--- src/design/psfb_pkg.sv ---
// Package of constants and carrier types for the supply fault and status register bank
//
// Summary of operation
// - The bulk short flag sets when either bulk voltage is below the short level and holds until power-on reset.
// - The bulk 2 overvoltage flag sets when bulk 2 is above its limit and holds until power-on reset.
// - The bulk 1 overvoltage flag sets when bulk 1 is above its limit and holds until power-on reset.
// - The bulk mismatch flag sets when the two bulk regulations differ markedly and holds until power-on reset.
// - The bulk 2 undervoltage flag sets when bulk 2 is below its limit and holds until power-on reset.
// - The bulk 1 undervoltage flag sets when bulk 1 is below its limit and holds until power-on reset.
// - The bulk good bit reads as set while a bulk voltage sits at its nominal threshold.
// - Three sticky monitor flags for isolated, converter and bulk supplies set from their own inputs and stay set.
// - One status bit shows whether the input stage is wired in parallel or in series.
// - The bulk switch over-temperature bit is set while that temperature is too high and clears by itself.
// - Separate self-clearing over-temperature bits cover forward stage 2 and forward stage 1.
// - The auxiliary over-temperature bit follows its condition and clears by itself.
// - The ambient over-temperature bit follows its condition and clears by itself.
// - The summary over-temperature bit is the OR of temperature bits 15 down to 9.

package psfb_pkg;

  // ----------------------------------------------------------------
  // Register map
  // ----------------------------------------------------------------
  localparam logic [7:0] ADDR_VENDOR_STATUS = 8'h74;
  localparam logic [7:0] ADDR_TEMP_STATUS = 8'h76;
  localparam logic [7:0] ADDR_IRQ_STATUS = 8'h78;
  localparam logic [7:0] ADDR_IRQ_MASK = 8'h7a;

  // ----------------------------------------------------------------
  // Vendor status field positions
  // ----------------------------------------------------------------
  localparam int VS_SHORT = 14;
  localparam int VS_OV2 = 13;
  localparam int VS_OV1 = 12;
  localparam int VS_MISMATCH = 11;
  localparam int VS_UV2 = 10;
  localparam int VS_UV1 = 9;
  localparam int VS_GOOD = 8;
  localparam int VS_ISO_MON = 7;
  localparam int VS_CONV_MON = 6;
  localparam int VS_BULK_MON = 5;
  localparam int VS_SERIES = 1;

  // ----------------------------------------------------------------
  // Temperature status field positions
  // ----------------------------------------------------------------
  localparam int TS_SWITCH = 15;
  localparam int TS_FWD2 = 14;
  localparam int TS_FWD1 = 13;
  localparam int TS_XFMR2 = 12;
  localparam int TS_XFMR1 = 11;
  localparam int TS_AUX = 10;
  localparam int TS_AMBIENT = 9;
  localparam int TS_SUMMARY = 7;
  localparam int TS_OR_LO = 9;

  // ----------------------------------------------------------------
  // Interrupt event positions and reset values
  // ----------------------------------------------------------------
  localparam int EV_HOT = 15;
  localparam int EV_GOOD_LOST = 8;
  localparam logic [15:0] LATCH_MASK = 16'h7ee0;
  localparam logic [15:0] RST_WORD = 16'h0000;

  // ----------------------------------------------------------------
  // Carrier types
  // ----------------------------------------------------------------
  typedef struct packed {
    logic wr;
    logic rd;
    logic [7:0] addr;
    logic [15:0] wdata;
  } psfb_bus_req_t;

  typedef struct packed {
    logic bulk1_short;
    logic bulk2_short;
    logic bulk2_over;
    logic bulk1_over;
    logic mismatch;
    logic bulk2_under;
    logic bulk1_under;
    logic bulk_good;
    logic iso_mon;
    logic conv_mon;
    logic bulk_mon;
    logic input_series;
  } psfb_bulk_in_t;

  typedef struct packed {
    logic switch_hot;
    logic fwd2_hot;
    logic fwd1_hot;
    logic xfmr2_hot;
    logic xfmr1_hot;
    logic aux_hot;
    logic ambient_hot;
  } psfb_temp_in_t;

endpackage

--- src/design/psfb_status_bank.sv ---
// Fault and status register bank of the bulk supply, with event interrupt
//
// The plain strobed port was chosen for this implementation.
`timescale 1ns/1ps
`default_nettype none

module psfb_status_bank
(
  // Clock and reset
  input wire logic mclk,
  input wire logic rstn,
  // Register port
  input wire psfb_pkg::psfb_bus_req_t bus,
  output logic [15:0] rdata,
  // Supply conditions, synchronous to mclk
  input wire psfb_pkg::psfb_bulk_in_t bulk_in,
  input wire psfb_pkg::psfb_temp_in_t temp_in,
  // Interrupt
  output logic irq
);

  // ----------------------------------------------------------------
  // Latched bulk faults
  // ----------------------------------------------------------------
  logic bulk_short_flag;
  logic bulk2_overvolt_flag;
  logic bulk1_overvolt_flag;
  logic bulk_mismatch_flag;
  logic bulk2_undervolt_flag;
  logic bulk1_undervolt_flag;
  logic isolated_supply_sticky;
  logic converter_supply_sticky;
  logic bulk_supply_sticky;
  logic bulk_good;
  logic input_series;

  // Only power-on reset clears these; nothing software does can
  always_ff @(posedge mclk or negedge rstn)
  begin
    if (!rstn)
    begin
      bulk_short_flag <= 1'b0;
      bulk2_overvolt_flag <= 1'b0;
      bulk1_overvolt_flag <= 1'b0;
      bulk_mismatch_flag <= 1'b0;
      bulk2_undervolt_flag <= 1'b0;
      bulk1_undervolt_flag <= 1'b0;
    end
    else
    begin
      if (bulk_in.bulk1_short || bulk_in.bulk2_short)
        bulk_short_flag <= 1'b1;
      if (bulk_in.bulk2_over)
        bulk2_overvolt_flag <= 1'b1;
      if (bulk_in.bulk1_over)
        bulk1_overvolt_flag <= 1'b1;
      if (bulk_in.mismatch)
        bulk_mismatch_flag <= 1'b1;
      if (bulk_in.bulk2_under)
        bulk2_undervolt_flag <= 1'b1;
      if (bulk_in.bulk1_under)
        bulk1_undervolt_flag <= 1'b1;
    end
  end

  // Supply monitor sticky bits, held after the input drops
  always_ff @(posedge mclk or negedge rstn)
  begin
    if (!rstn)
    begin
      isolated_supply_sticky <= 1'b0;
      converter_supply_sticky <= 1'b0;
      bulk_supply_sticky <= 1'b0;
    end
    else
    begin
      if (bulk_in.iso_mon)
        isolated_supply_sticky <= 1'b1;
      if (bulk_in.conv_mon)
        converter_supply_sticky <= 1'b1;
      if (bulk_in.bulk_mon)
        bulk_supply_sticky <= 1'b1;
    end
  end

  // Live levels, one flop so reads see a stable copy
  always_ff @(posedge mclk or negedge rstn)
  begin
    if (!rstn)
    begin
      bulk_good <= 1'b0;
      input_series <= 1'b0;
    end
    else
    begin
      bulk_good <= bulk_in.bulk_good;
      input_series <= bulk_in.input_series;
    end
  end

  // ----------------------------------------------------------------
  // Self-clearing temperature faults
  // ----------------------------------------------------------------
  logic bulk_switch_hot_flag;
  logic fwd_stage2_hot_flag;
  logic fwd_stage1_hot_flag;
  logic xfmr2_hot_flag;
  logic xfmr1_hot_flag;
  logic aux_hot_flag;
  logic ambient_hot_flag;
  logic any_hot_summary;
  logic any_hot_prev;

  // Each bit follows its condition and drops with it
  always_ff @(posedge mclk or negedge rstn)
  begin
    if (!rstn)
    begin
      bulk_switch_hot_flag <= 1'b0;
      fwd_stage2_hot_flag <= 1'b0;
      fwd_stage1_hot_flag <= 1'b0;
      xfmr2_hot_flag <= 1'b0;
      xfmr1_hot_flag <= 1'b0;
      aux_hot_flag <= 1'b0;
      ambient_hot_flag <= 1'b0;
    end
    else
    begin
      bulk_switch_hot_flag <= temp_in.switch_hot;
      fwd_stage2_hot_flag <= temp_in.fwd2_hot;
      fwd_stage1_hot_flag <= temp_in.fwd1_hot;
      xfmr2_hot_flag <= temp_in.xfmr2_hot;
      xfmr1_hot_flag <= temp_in.xfmr1_hot;
      aux_hot_flag <= temp_in.aux_hot;
      ambient_hot_flag <= temp_in.ambient_hot;
    end
  end

  // ----------------------------------------------------------------
  // Register images
  // ----------------------------------------------------------------
  logic [15:0] vendor_fault_status;
  logic [15:0] temperature_fault_status;

  // Vendor word; unused positions read as zero
  always_comb
  begin
    vendor_fault_status = psfb_pkg::RST_WORD;
    vendor_fault_status[psfb_pkg::VS_SHORT] = bulk_short_flag;
    vendor_fault_status[psfb_pkg::VS_OV2] = bulk2_overvolt_flag;
    vendor_fault_status[psfb_pkg::VS_OV1] = bulk1_overvolt_flag;
    vendor_fault_status[psfb_pkg::VS_MISMATCH] = bulk_mismatch_flag;
    vendor_fault_status[psfb_pkg::VS_UV2] = bulk2_undervolt_flag;
    vendor_fault_status[psfb_pkg::VS_UV1] = bulk1_undervolt_flag;
    vendor_fault_status[psfb_pkg::VS_GOOD] = bulk_good;
    vendor_fault_status[psfb_pkg::VS_ISO_MON] = isolated_supply_sticky;
    vendor_fault_status[psfb_pkg::VS_CONV_MON] = converter_supply_sticky;
    vendor_fault_status[psfb_pkg::VS_BULK_MON] = bulk_supply_sticky;
    vendor_fault_status[psfb_pkg::VS_SERIES] = input_series;
  end

  // Full sixteen bits, summary built from the same word it sits in
  always_comb
  begin
    temperature_fault_status = psfb_pkg::RST_WORD;
    temperature_fault_status[psfb_pkg::TS_SWITCH] = bulk_switch_hot_flag;
    temperature_fault_status[psfb_pkg::TS_FWD2] = fwd_stage2_hot_flag;
    temperature_fault_status[psfb_pkg::TS_FWD1] = fwd_stage1_hot_flag;
    temperature_fault_status[psfb_pkg::TS_XFMR2] = xfmr2_hot_flag;
    temperature_fault_status[psfb_pkg::TS_XFMR1] = xfmr1_hot_flag;
    temperature_fault_status[psfb_pkg::TS_AUX] = aux_hot_flag;
    temperature_fault_status[psfb_pkg::TS_AMBIENT] = ambient_hot_flag;
    temperature_fault_status[psfb_pkg::TS_SUMMARY] = any_hot_summary;
  end

  assign any_hot_summary = bulk_switch_hot_flag | fwd_stage2_hot_flag | fwd_stage1_hot_flag
    | xfmr2_hot_flag | xfmr1_hot_flag | aux_hot_flag | ambient_hot_flag;

  // ----------------------------------------------------------------
  // Interrupt status and mask
  // ----------------------------------------------------------------
  logic [15:0] irq_status;
  logic [15:0] irq_mask;
  logic [15:0] events;
  logic [15:0] vendor_prev;
  logic bulk_good_prev;

  // Previous images for edge detection
  always_ff @(posedge mclk or negedge rstn)
  begin
    if (!rstn)
    begin
      vendor_prev <= psfb_pkg::RST_WORD;
      bulk_good_prev <= 1'b0;
      any_hot_prev <= 1'b0;
    end
    else
    begin
      vendor_prev <= vendor_fault_status;
      bulk_good_prev <= bulk_good;
      any_hot_prev <= any_hot_summary;
    end
  end

  // Latch rises, loss of bulk good and the start of any overheat
  always_comb
  begin
    events = vendor_fault_status & ~vendor_prev & psfb_pkg::LATCH_MASK;
    events[psfb_pkg::EV_GOOD_LOST] = bulk_good_prev & ~bulk_good;
    events[psfb_pkg::EV_HOT] = any_hot_summary & ~any_hot_prev;
  end

  // Write one to clear; a fresh event in the same cycle wins
  always_ff @(posedge mclk or negedge rstn)
  begin
    if (!rstn)
      irq_status <= psfb_pkg::RST_WORD;
    else if (bus.wr && bus.addr == psfb_pkg::ADDR_IRQ_STATUS)
      irq_status <= (irq_status & ~bus.wdata) | events;
    else
      irq_status <= irq_status | events;
  end

  // Mask register, all sources off after reset
  always_ff @(posedge mclk or negedge rstn)
  begin
    if (!rstn)
      irq_mask <= psfb_pkg::RST_WORD;
    else if (bus.wr && bus.addr == psfb_pkg::ADDR_IRQ_MASK)
      irq_mask <= bus.wdata;
  end

  // Level output, falls as soon as the last unmasked bit is cleared
  assign irq = |(irq_status & irq_mask);

  // ----------------------------------------------------------------
  // Read port
  // ----------------------------------------------------------------
  logic [15:0] next_rdata;

  // Decode; unmapped addresses and idle cycles give zero
  always_comb
  begin
    next_rdata = psfb_pkg::RST_WORD;
    if (bus.rd)
    begin
      unique case (bus.addr)
        psfb_pkg::ADDR_VENDOR_STATUS: next_rdata = vendor_fault_status;
        psfb_pkg::ADDR_TEMP_STATUS: next_rdata = temperature_fault_status;
        psfb_pkg::ADDR_IRQ_STATUS: next_rdata = irq_status;
        psfb_pkg::ADDR_IRQ_MASK: next_rdata = irq_mask;
        default: next_rdata = psfb_pkg::RST_WORD;
      endcase
    end
  end

  // Data stands only in the cycle after the strobe
  always_ff @(posedge mclk or negedge rstn)
  begin
    if (!rstn)
      rdata <= psfb_pkg::RST_WORD;
    else
      rdata <= next_rdata;
  end
endmodule

`default_nettype wire

--- config.mk ---
export PLATFORM = sky130hd
export DESIGN_NAME = psfb_status_bank
export DESIGN_NICKNAME = d
export VERILOG_FILES = /design/src/design/psfb_pkg.sv /design/src/design/psfb_status_bank.sv
export SDC_FILE = /design/constraint.sdc
export NUM_CORES = 1
export LEC_CHECK = 0
export BUFFER_PORTS_ARGS = -buffer_cell sky130_fd_sc_hd__buf_2
export CAP_MARGIN = 30
export CORE_UTILIZATION = 49
export CTS_CLUSTER_SIZE = 20
export DETAILED_ROUTE_END_ITERATION = 12
export PLACE_DENSITY_LB_ADDON = 0.15
export RECOVER_POWER = 25
export SETUP_SLACK_MARGIN = 0.05
export SLEW_MARGIN = 20
export SYNTH_ARGS = -nofsm -noshare
export SYNTH_HDL_FRONTEND = slang
export SYNTH_SLANG_ARGS = --single-unit
export TNS_END_PERCENT = 20
--- constraint.sdc ---
create_clock -name mclk -period 1 [get_ports mclk]
set_input_delay 0.05 -clock mclk [delete_from_list [all_inputs] [get_ports mclk]]
set_output_delay 0.05 -clock mclk [all_outputs]
set_load 0.1 [all_outputs]
==> flow_metrics.tcl, run 1 <==
set metrics [dict create \
    min_path_cells 4 \
    dp_hpwl_um 4870 \
    min_path_type "primary input to register" \
    drv_slew 0 \
    io_buffer_count 63 \
    min_to "rdata[7]$_DFF_PN0_" \
    vias 2384 \
    regToRegStartpoint "fwd_stage1_hot_flag$_DFF_PN0_" \
    insertedDiodeCount 0 \
    ff2ff_path_depth 4 \
    gr-total-overflow 0 \
    cts_tree "built" \
    clk_path_buf_depth 2 \
    ant_nets 0 \
    setup_tns_ns -2.38 \
    maxCapViolations 0 \
    use_met1_pct 33.7 \
    cp_max_fo 2 \
    slew_headroom_pct 54.7 \
    clock_latency_ns 0.35 \
    critPathKind "register to output port" \
    outcome "finished with violations" \
    final.setup_skew_ns 0.00949 \
    grt.busiest_layer "met2" \
    die_h_um 82.0 \
    cts_buffers 9 \
    rows 28 \
    first_iter_violations 105 \
    dieWidth_um 82.0 \
    finalWorstSetupSlack_ns -0.650 \
    hold_path_startpoint "bus[24]" \
    synth_xor_area_share_pct 0.279 \
    clkSinkCount 77 \
    fmax_mhz 606 \
    area.growth.synth_to_final_pct 59.5 \
    stdcell_area_um2 5000 \
    synth_warnings 0 \
    synthMuxAreaShare_pct 14.3 \
    synth_seq_cells 77 \
    grt_pass1_wl_um 12400 \
    synthSimpleGateAreaFrac_pct 11.4 \
    hold_ws_ns 0.160 \
    power.leakage_nw 2.32 \
    cp.required_ns 0.95 \
    rsz0062_at_grt "true" \
    worstMarginPinSlew_ns 0.679 \
    fill_cells 342 \
    postSynthCellCount 228 \
    cts_max_level 3 \
    rr_endpoint "irq_status[15]$_DFF_PN0_" \
    cp-start-kind "register" \
    endpoint_kind "output port" \
    fin_crit_ns 1.65 \
    netlist_area_um2 3140 \
    drt_wl_total_um 8030 \
    synth_cell_type_count 35 \
    die_area_um2 6730 \
    drtPass1Iterations 5 \
    cts_root_buf "clkbuf_8" \
    drc_errors 0 \
    path_clk_slew_ns 0.08 \
    hold_viol 0 \
    routabilityCongestion 0.807 \
    violations "negative setup slack" \
    synth_compound_area_share_pct 9.69 \
    syn_avg_cell_area_um2 13.8 \
    pin_count 64 \
    use_met3_pct 4.56 \
    drive_gt1_share_pct 51.0 \
    routedWlPerCell_um 17.2 \
    fin_crit_sh_pct 165 \
    cellPowerDensity_nw_per_um2 1350 \
    synth-adder-area-share_pct 0 \
    grt_max_degree 78 \
    grtUsageTotal_pct 25.8 \
    met2_usage_pct 41.2 \
    cp_data_arrival_time_ns 1.60 \
    rrSetupSlack_ns -0.22 \
    place_area_um2 4210 \
    ys_seq_area_share_pct 61.4 \
    syn_nets 275 \
    final_util_pct 82.6 \
    start_util_pct 51.8 \
    drt-vias-per-instance 5.10 \
    antenna_found_initial 0 \
    setup_viol 15 \
    power_w 0.00676 \
    fin_nets 434 \
    core-area_um2 6060 \
    peakVddDrop_mv 1.27 \
    grt_pass1_vias 2591 \
    synth_top_family_by_area "multiplexers" \
]
layout make-up:
cell class	instances	area (um2)	share of cell area (%)
flip-flops and latches	77	1930	38.5
clock buffers	10	138	2.75
inverters	10	37.5	0.750
multi-input cells	133	1280	25.7
repair buffers	156	1440	28.7
well taps	75	93.8	1.88
clock inverters	6	86.3	1.73
sequential cells by signal (all words and copies together), names as in the netlist, 10 cells and up:
register and flops:
rdata 16, vendor_prev 10, irq_status 16, irq_mask 16
routing by layer:
metal  vias to the layer above  wire, um
li1                       1132         -
met1                      1167      3640
met2                        65      3880
met3                        20       305
met4                         0       201
met5                         -         0
worst max-delay path by stage:
stage | cells past startpoint | end | slack, ns | from
final | 4 | irq | -0.65 | irq_status[11]$_DFF_PN0_
after global routing | 4 | irq | -0.72 | irq_status[11]$_DFF_PN0_
after CTS | 4 | irq | -0.67 | irq_status[11]$_DFF_PN0_
after detailed placement | 4 | irq | -0.34 | irq_status[11]$_DFF_PN0_
after global placement | 6 | rdata[2]$_DFF_PN0_ | -0.31 | bus[22]
after floorplan | 3 | irq | -0.74 | irq_mask[7]$_DFFE_PN0P_
cells by family (layout without fill, tap and decap cells):
logic type                after synthesis  in the layout
AOI/OAI and AO/OA                      38             38
xor gates and xnor gates                1              1
buffers and inverters                  18            182
DFF                                    77             77
muxes                                  37             37
and+or+nand+nor                        57             57
per-stage QoR:
stage | setup WS (ns) | instances
after global routing | -0.724 | 467
after CTS | -0.668 | 465
final | -0.650 | 467
after detailed placement | -0.341 | 411
after global placement | -0.308 | 411
after floorplan | -0.737 | 228
where the power goes:
group	leakage (nW)	internal, W	switching (W)	total, W
clock	0.112	0.00147	0.00114	0.00261
sequential	0.903	0.00319	0.0000738	0.00327
combinational	1.31	0.000480	0.000396	0.000876
total	2.32	0.00514	0.00161	0.00676
what timing repair did:
item                                    CTS  global route
hold endpoints to repair                118             0
pin swaps                                 9            13
cloned                                    0             0
gates resized for setup                  18            35
endpoints found under the setup margin   40            60
hold buffers                             36             0
buffers inserted                          4             6
worst max-delay path: stages (launching register included):
cell and delay, ns:
dfrtp_1 0.39, a22o_1 0.24, a221oi_2 0.22, nand4_1 0.18, buf_6 0.22
cell usage after synthesis:
cell	number	area, um2
a21oi_1	1	5.00
nand4bb_1	1	11.3
buf_2	5	25.0
a31oi_1	2	12.5
a22oi_1	10	75.1
buf_8	1	15.0
nand2b_4	2	27.5
a32oi_1	1	8.76
nor4bb_1	2	20.0
mux2i_1	4	40.0
and4b_1	1	10.0
or2_2	8	50.1
a21boi_0	5	37.5
or3_1	1	6.26
a21o_1	1	7.51
a22o_1	14	123
nor4_4	2	42.5
nand4_1	2	12.5
nor4_1	1	6.26
clkbuf_1	1	3.75
nand3b_1	1	7.51
buf_6	1	11.3
nand3b_4	1	20.0
nand4b_1	1	8.76
mux2_4	10	150
dfrtp_1	77	1930
nor3_1	2	10.0
mux2_2	23	259
inv_1	10	37.5
xor2_1	1	8.76
nand2_1	13	48.8
nand3_1	1	5.00
nor2_1	17	63.8
a221oi_1	4	35.0
nand2b_1	1	6.26
cell usage in the layout (no fill, tap or decap), types with 2 or more instances in the layout:
| cell | instances |
|---|---|
| nand4_1 | 2 |
| a22o_1 | 14 |
| clkinv_2 | 2 |
| nor3_1 | 2 |
| nor2_1 | 16 |
| a21boi_0 | 5 |
| mux2_4 | 22 |
| a22oi_2 | 10 |
| dfrtp_1 | 76 |
| buf_6 | 16 |
| clkbuf_8 | 10 |
| clkbuf_1 | 4 |
| buf_2 | 43 |
| bufinv_16 | 2 |
| or2_4 | 2 |
| mux2_2 | 11 |
| nand2b_4 | 2 |
| mux2i_1 | 4 |
| inv_1 | 10 |
| nand2_1 | 13 |
| a221oi_2 | 4 |
| buf_4 | 37 |
| or2_2 | 6 |
| buf_12 | 19 |
| nor4_4 | 3 |
| dlygate4sd3_1 | 36 |
Power figures use the tool's default switching activity.
==> run 2: changes to the inputs <==
- CELL_PAD_IN_SITES_DETAIL_PLACEMENT: default -> 1
- CELL_PAD_IN_SITES_GLOBAL_PLACEMENT: default -> 1
- CORE_UTILIZATION: 49 -> 39
- SLEW_MARGIN: 20 -> default
==> run 2 against run 1 <==
Effect of this change:
- the run still ends with negative setup slack left
- setup slack better by 0.028 ns
- die area is 25% higher
- largest power group unchanged
- maximum frequency increased by 1.7%
- register-to-register slack better by 0.02 ns
- highest routed layer unchanged
==> flow_metrics.tcl, run 2 (synthesis gave the netlist of run 1 again) <==
set metrics [dict create \
    outcome "finished with violations" \
    violations "negative setup slack" \
    fin_crit_ns 1.62 \
    pwr-share-seq_pct 47.7 \
    cp-start-kind "register" \
    critPathBufInv 1 \
    hold_viol 0 \
    cp.required_ns 0.95 \
    crit_slowest_cell "dfrtp_1" \
    cts_tree "built" \
    min_path_cells 4 \
    dieWidth_um 91.7 \
    cp_max_fo 2 \
    antenna_found_initial 0 \
    finalWorstSetupSlack_ns -0.622 \
    peakVddDrop_mv 0.822 \
    place_area_um2 4290 \
    drive_gt1_share_pct 52.2 \
    cellPowerDensity_nw_per_um2 1350 \
    p_clk_share_pct 39.0 \
    cts_buffers 9 \
    io_buffer_count 63 \
    final_cell_mix "77 x dfrtp_1, 42 x buf_2, 41 x buf_4" \
    cp_cell_sequence "a22o_1 > a221oi_2 > nand4_1 > buf_6" \
    drtPass1Iterations 4 \
    die_h_um 91.7 \
    gr-total-overflow 0 \
    drt_wl_total_um 9380 \
    cp_data_arrival_time_ns 1.57 \
    final_util_pct 65.5 \
    drc_errors 0 \
    combPwrFrac_pct 13.3 \
    slew_headroom_pct 60.1 \
    dp_hpwl_um 6170 \
    largestRegisters "irq_mask (16), irq_status (16), rdata (16)" \
    clk_path_buf_depth 2 \
    routabilityCongestion 0.769 \
    fin_crit_sh_pct 162 \
    drv_slew 0 \
    die_area_um2 8410 \
    cts_max_level 3 \
    setup_viol 18 \
    grt_max_degree 23 \
    switching_share_pct 23.7 \
    stdcell_area_um2 5090 \
    routedWlPerCell_um 18.9 \
    clkSinkCount 77 \
    post-place-ws_ns -0.364 \
    min_path_type "primary input to register" \
    ff2ff_path_depth 4 \
    cpPeakStageDelay_ns 0.39 \
    drt-vias-per-instance 5.06 \
    power.leakage_nw 2.38 \
    power.internal_w 0.00523 \
    worstMarginPinSlew_ns 0.598 \
    grtUsageTotal_pct 24.6 \
    maxCapViolations 0 \
    area.growth.synth_to_final_pct 62.2 \
    cts_root_buf "clkbuf_8" \
    grt_pass1_vias 2912 \
    fin_nets 435 \
    clock_latency_ns 0.36 \
    critPathTopFamily "compound AO/OA/AOI/OAI gates" \
    final.setup_skew_ns 0.0112 \
    grt_pass1_wl_um 15400 \
    first_iter_violations 80 \
    insertedDiodeCount 0 \
    vias 2503 \
    pin_count 64 \
    ant_nets 0 \
    rows 32 \
    path_depth 4 \
    final_common_cell "dfrtp_1" \
    switchingPower_w 0.00163 \
    rsz0062_at_grt "true" \
    start_util_pct 40.4 \
    path_clk_slew_ns 0.07 \
    core-area_um2 7770 \
    fmax_mhz 616 \
    critPathKind "register to output port" \
    endpoint_kind "output port" \
]
-- run 2: worst paths after layout --
path	startpoint	to	slack, ns
setup / recovery	irq_status[11]$_DFF_PN0_	irq	-0.62
hold / removal	bus[16]	rdata[7]$_DFF_PN0_	0.10
setup reg to reg	ambient_hot_flag$_DFF_PN0_	rdata[9]$_DFF_PN0_	-0.20
hold reg to reg	bulk_supply_sticky$_DFFE_PN0P_	vendor_prev[5]$_DFF_PN0_	0.45
max in group asynchronous	rstn	irq_status[15]$_DFF_PN0_	0.17
min in group asynchronous	rstn	irq_mask[4]$_DFFE_PN0P_	0.22
-- run 2: per-layer routing --
layer	global-route usage, %	part of all wire, %	vias up
met4	12.1	2.5	0
met3	4.06	3.0	14
met2	42.5	52	54
li1	-	-	1134
met1	29.9	43	1301
met5	0	0	-
-- run 2: timing repair --
item                                   CTS  global route
endpoints found under the hold margin  121             0
setup endpoints to repair               42            64
buffers inserted                         2             2
hold buffers                            36             0
pin swaps                               20            12
resized for setup                       28            26
-- run 2: final cells by class --
cell class	instances	area, um2
repair buffers	157	1480
flip-flops and latches	77	1930
fillers	754	2680
clock inverters	4	70.1
well taps	102	128
multi-input cells	133	1290
inverters	10	37.5
clock buffers	12	155
-- run 2: power groups by stage --
stage | clock [W] | sequential [W] | combinational, W
finish | 0.00267 | 0.00327 | 0.000912
global route | 0.00284 | 0.00328 | 0.000978
CTS | 0.00272 | 0.00326 | 0.000883
detailed placement | 0 | 0.00332 | 0.000722
global placement | 0 | 0.00331 | 0.000704
floorplan | 0 | 0.00330 | 0.000331
-- run 2: worst reg2reg max path, stage by stage (launching register included) --
cell	delay (ns)
dfrtp_1	0.44
buf_6	0.14
mux2_4	0.25
a22oi_2	0.18
nor2_1	0.08
-- run 2: stage by stage --
step | std cells | hold slack, ns | total power, W | setup TNS [ns]
after floorplan | 228 | -0.246 | 0.00363 | -7.34
after global placement | 443 | -0.0346 | 0.00402 | -12.76
after detailed placement | 443 | -0.0325 | 0.00404 | -14.47
after CTS | 495 | 0.0779 | 0.00686 | -2.26
after global routing | 495 | 0.121 | 0.00710 | -3.17
final | 495 | 0.100 | 0.00685 | -2.22
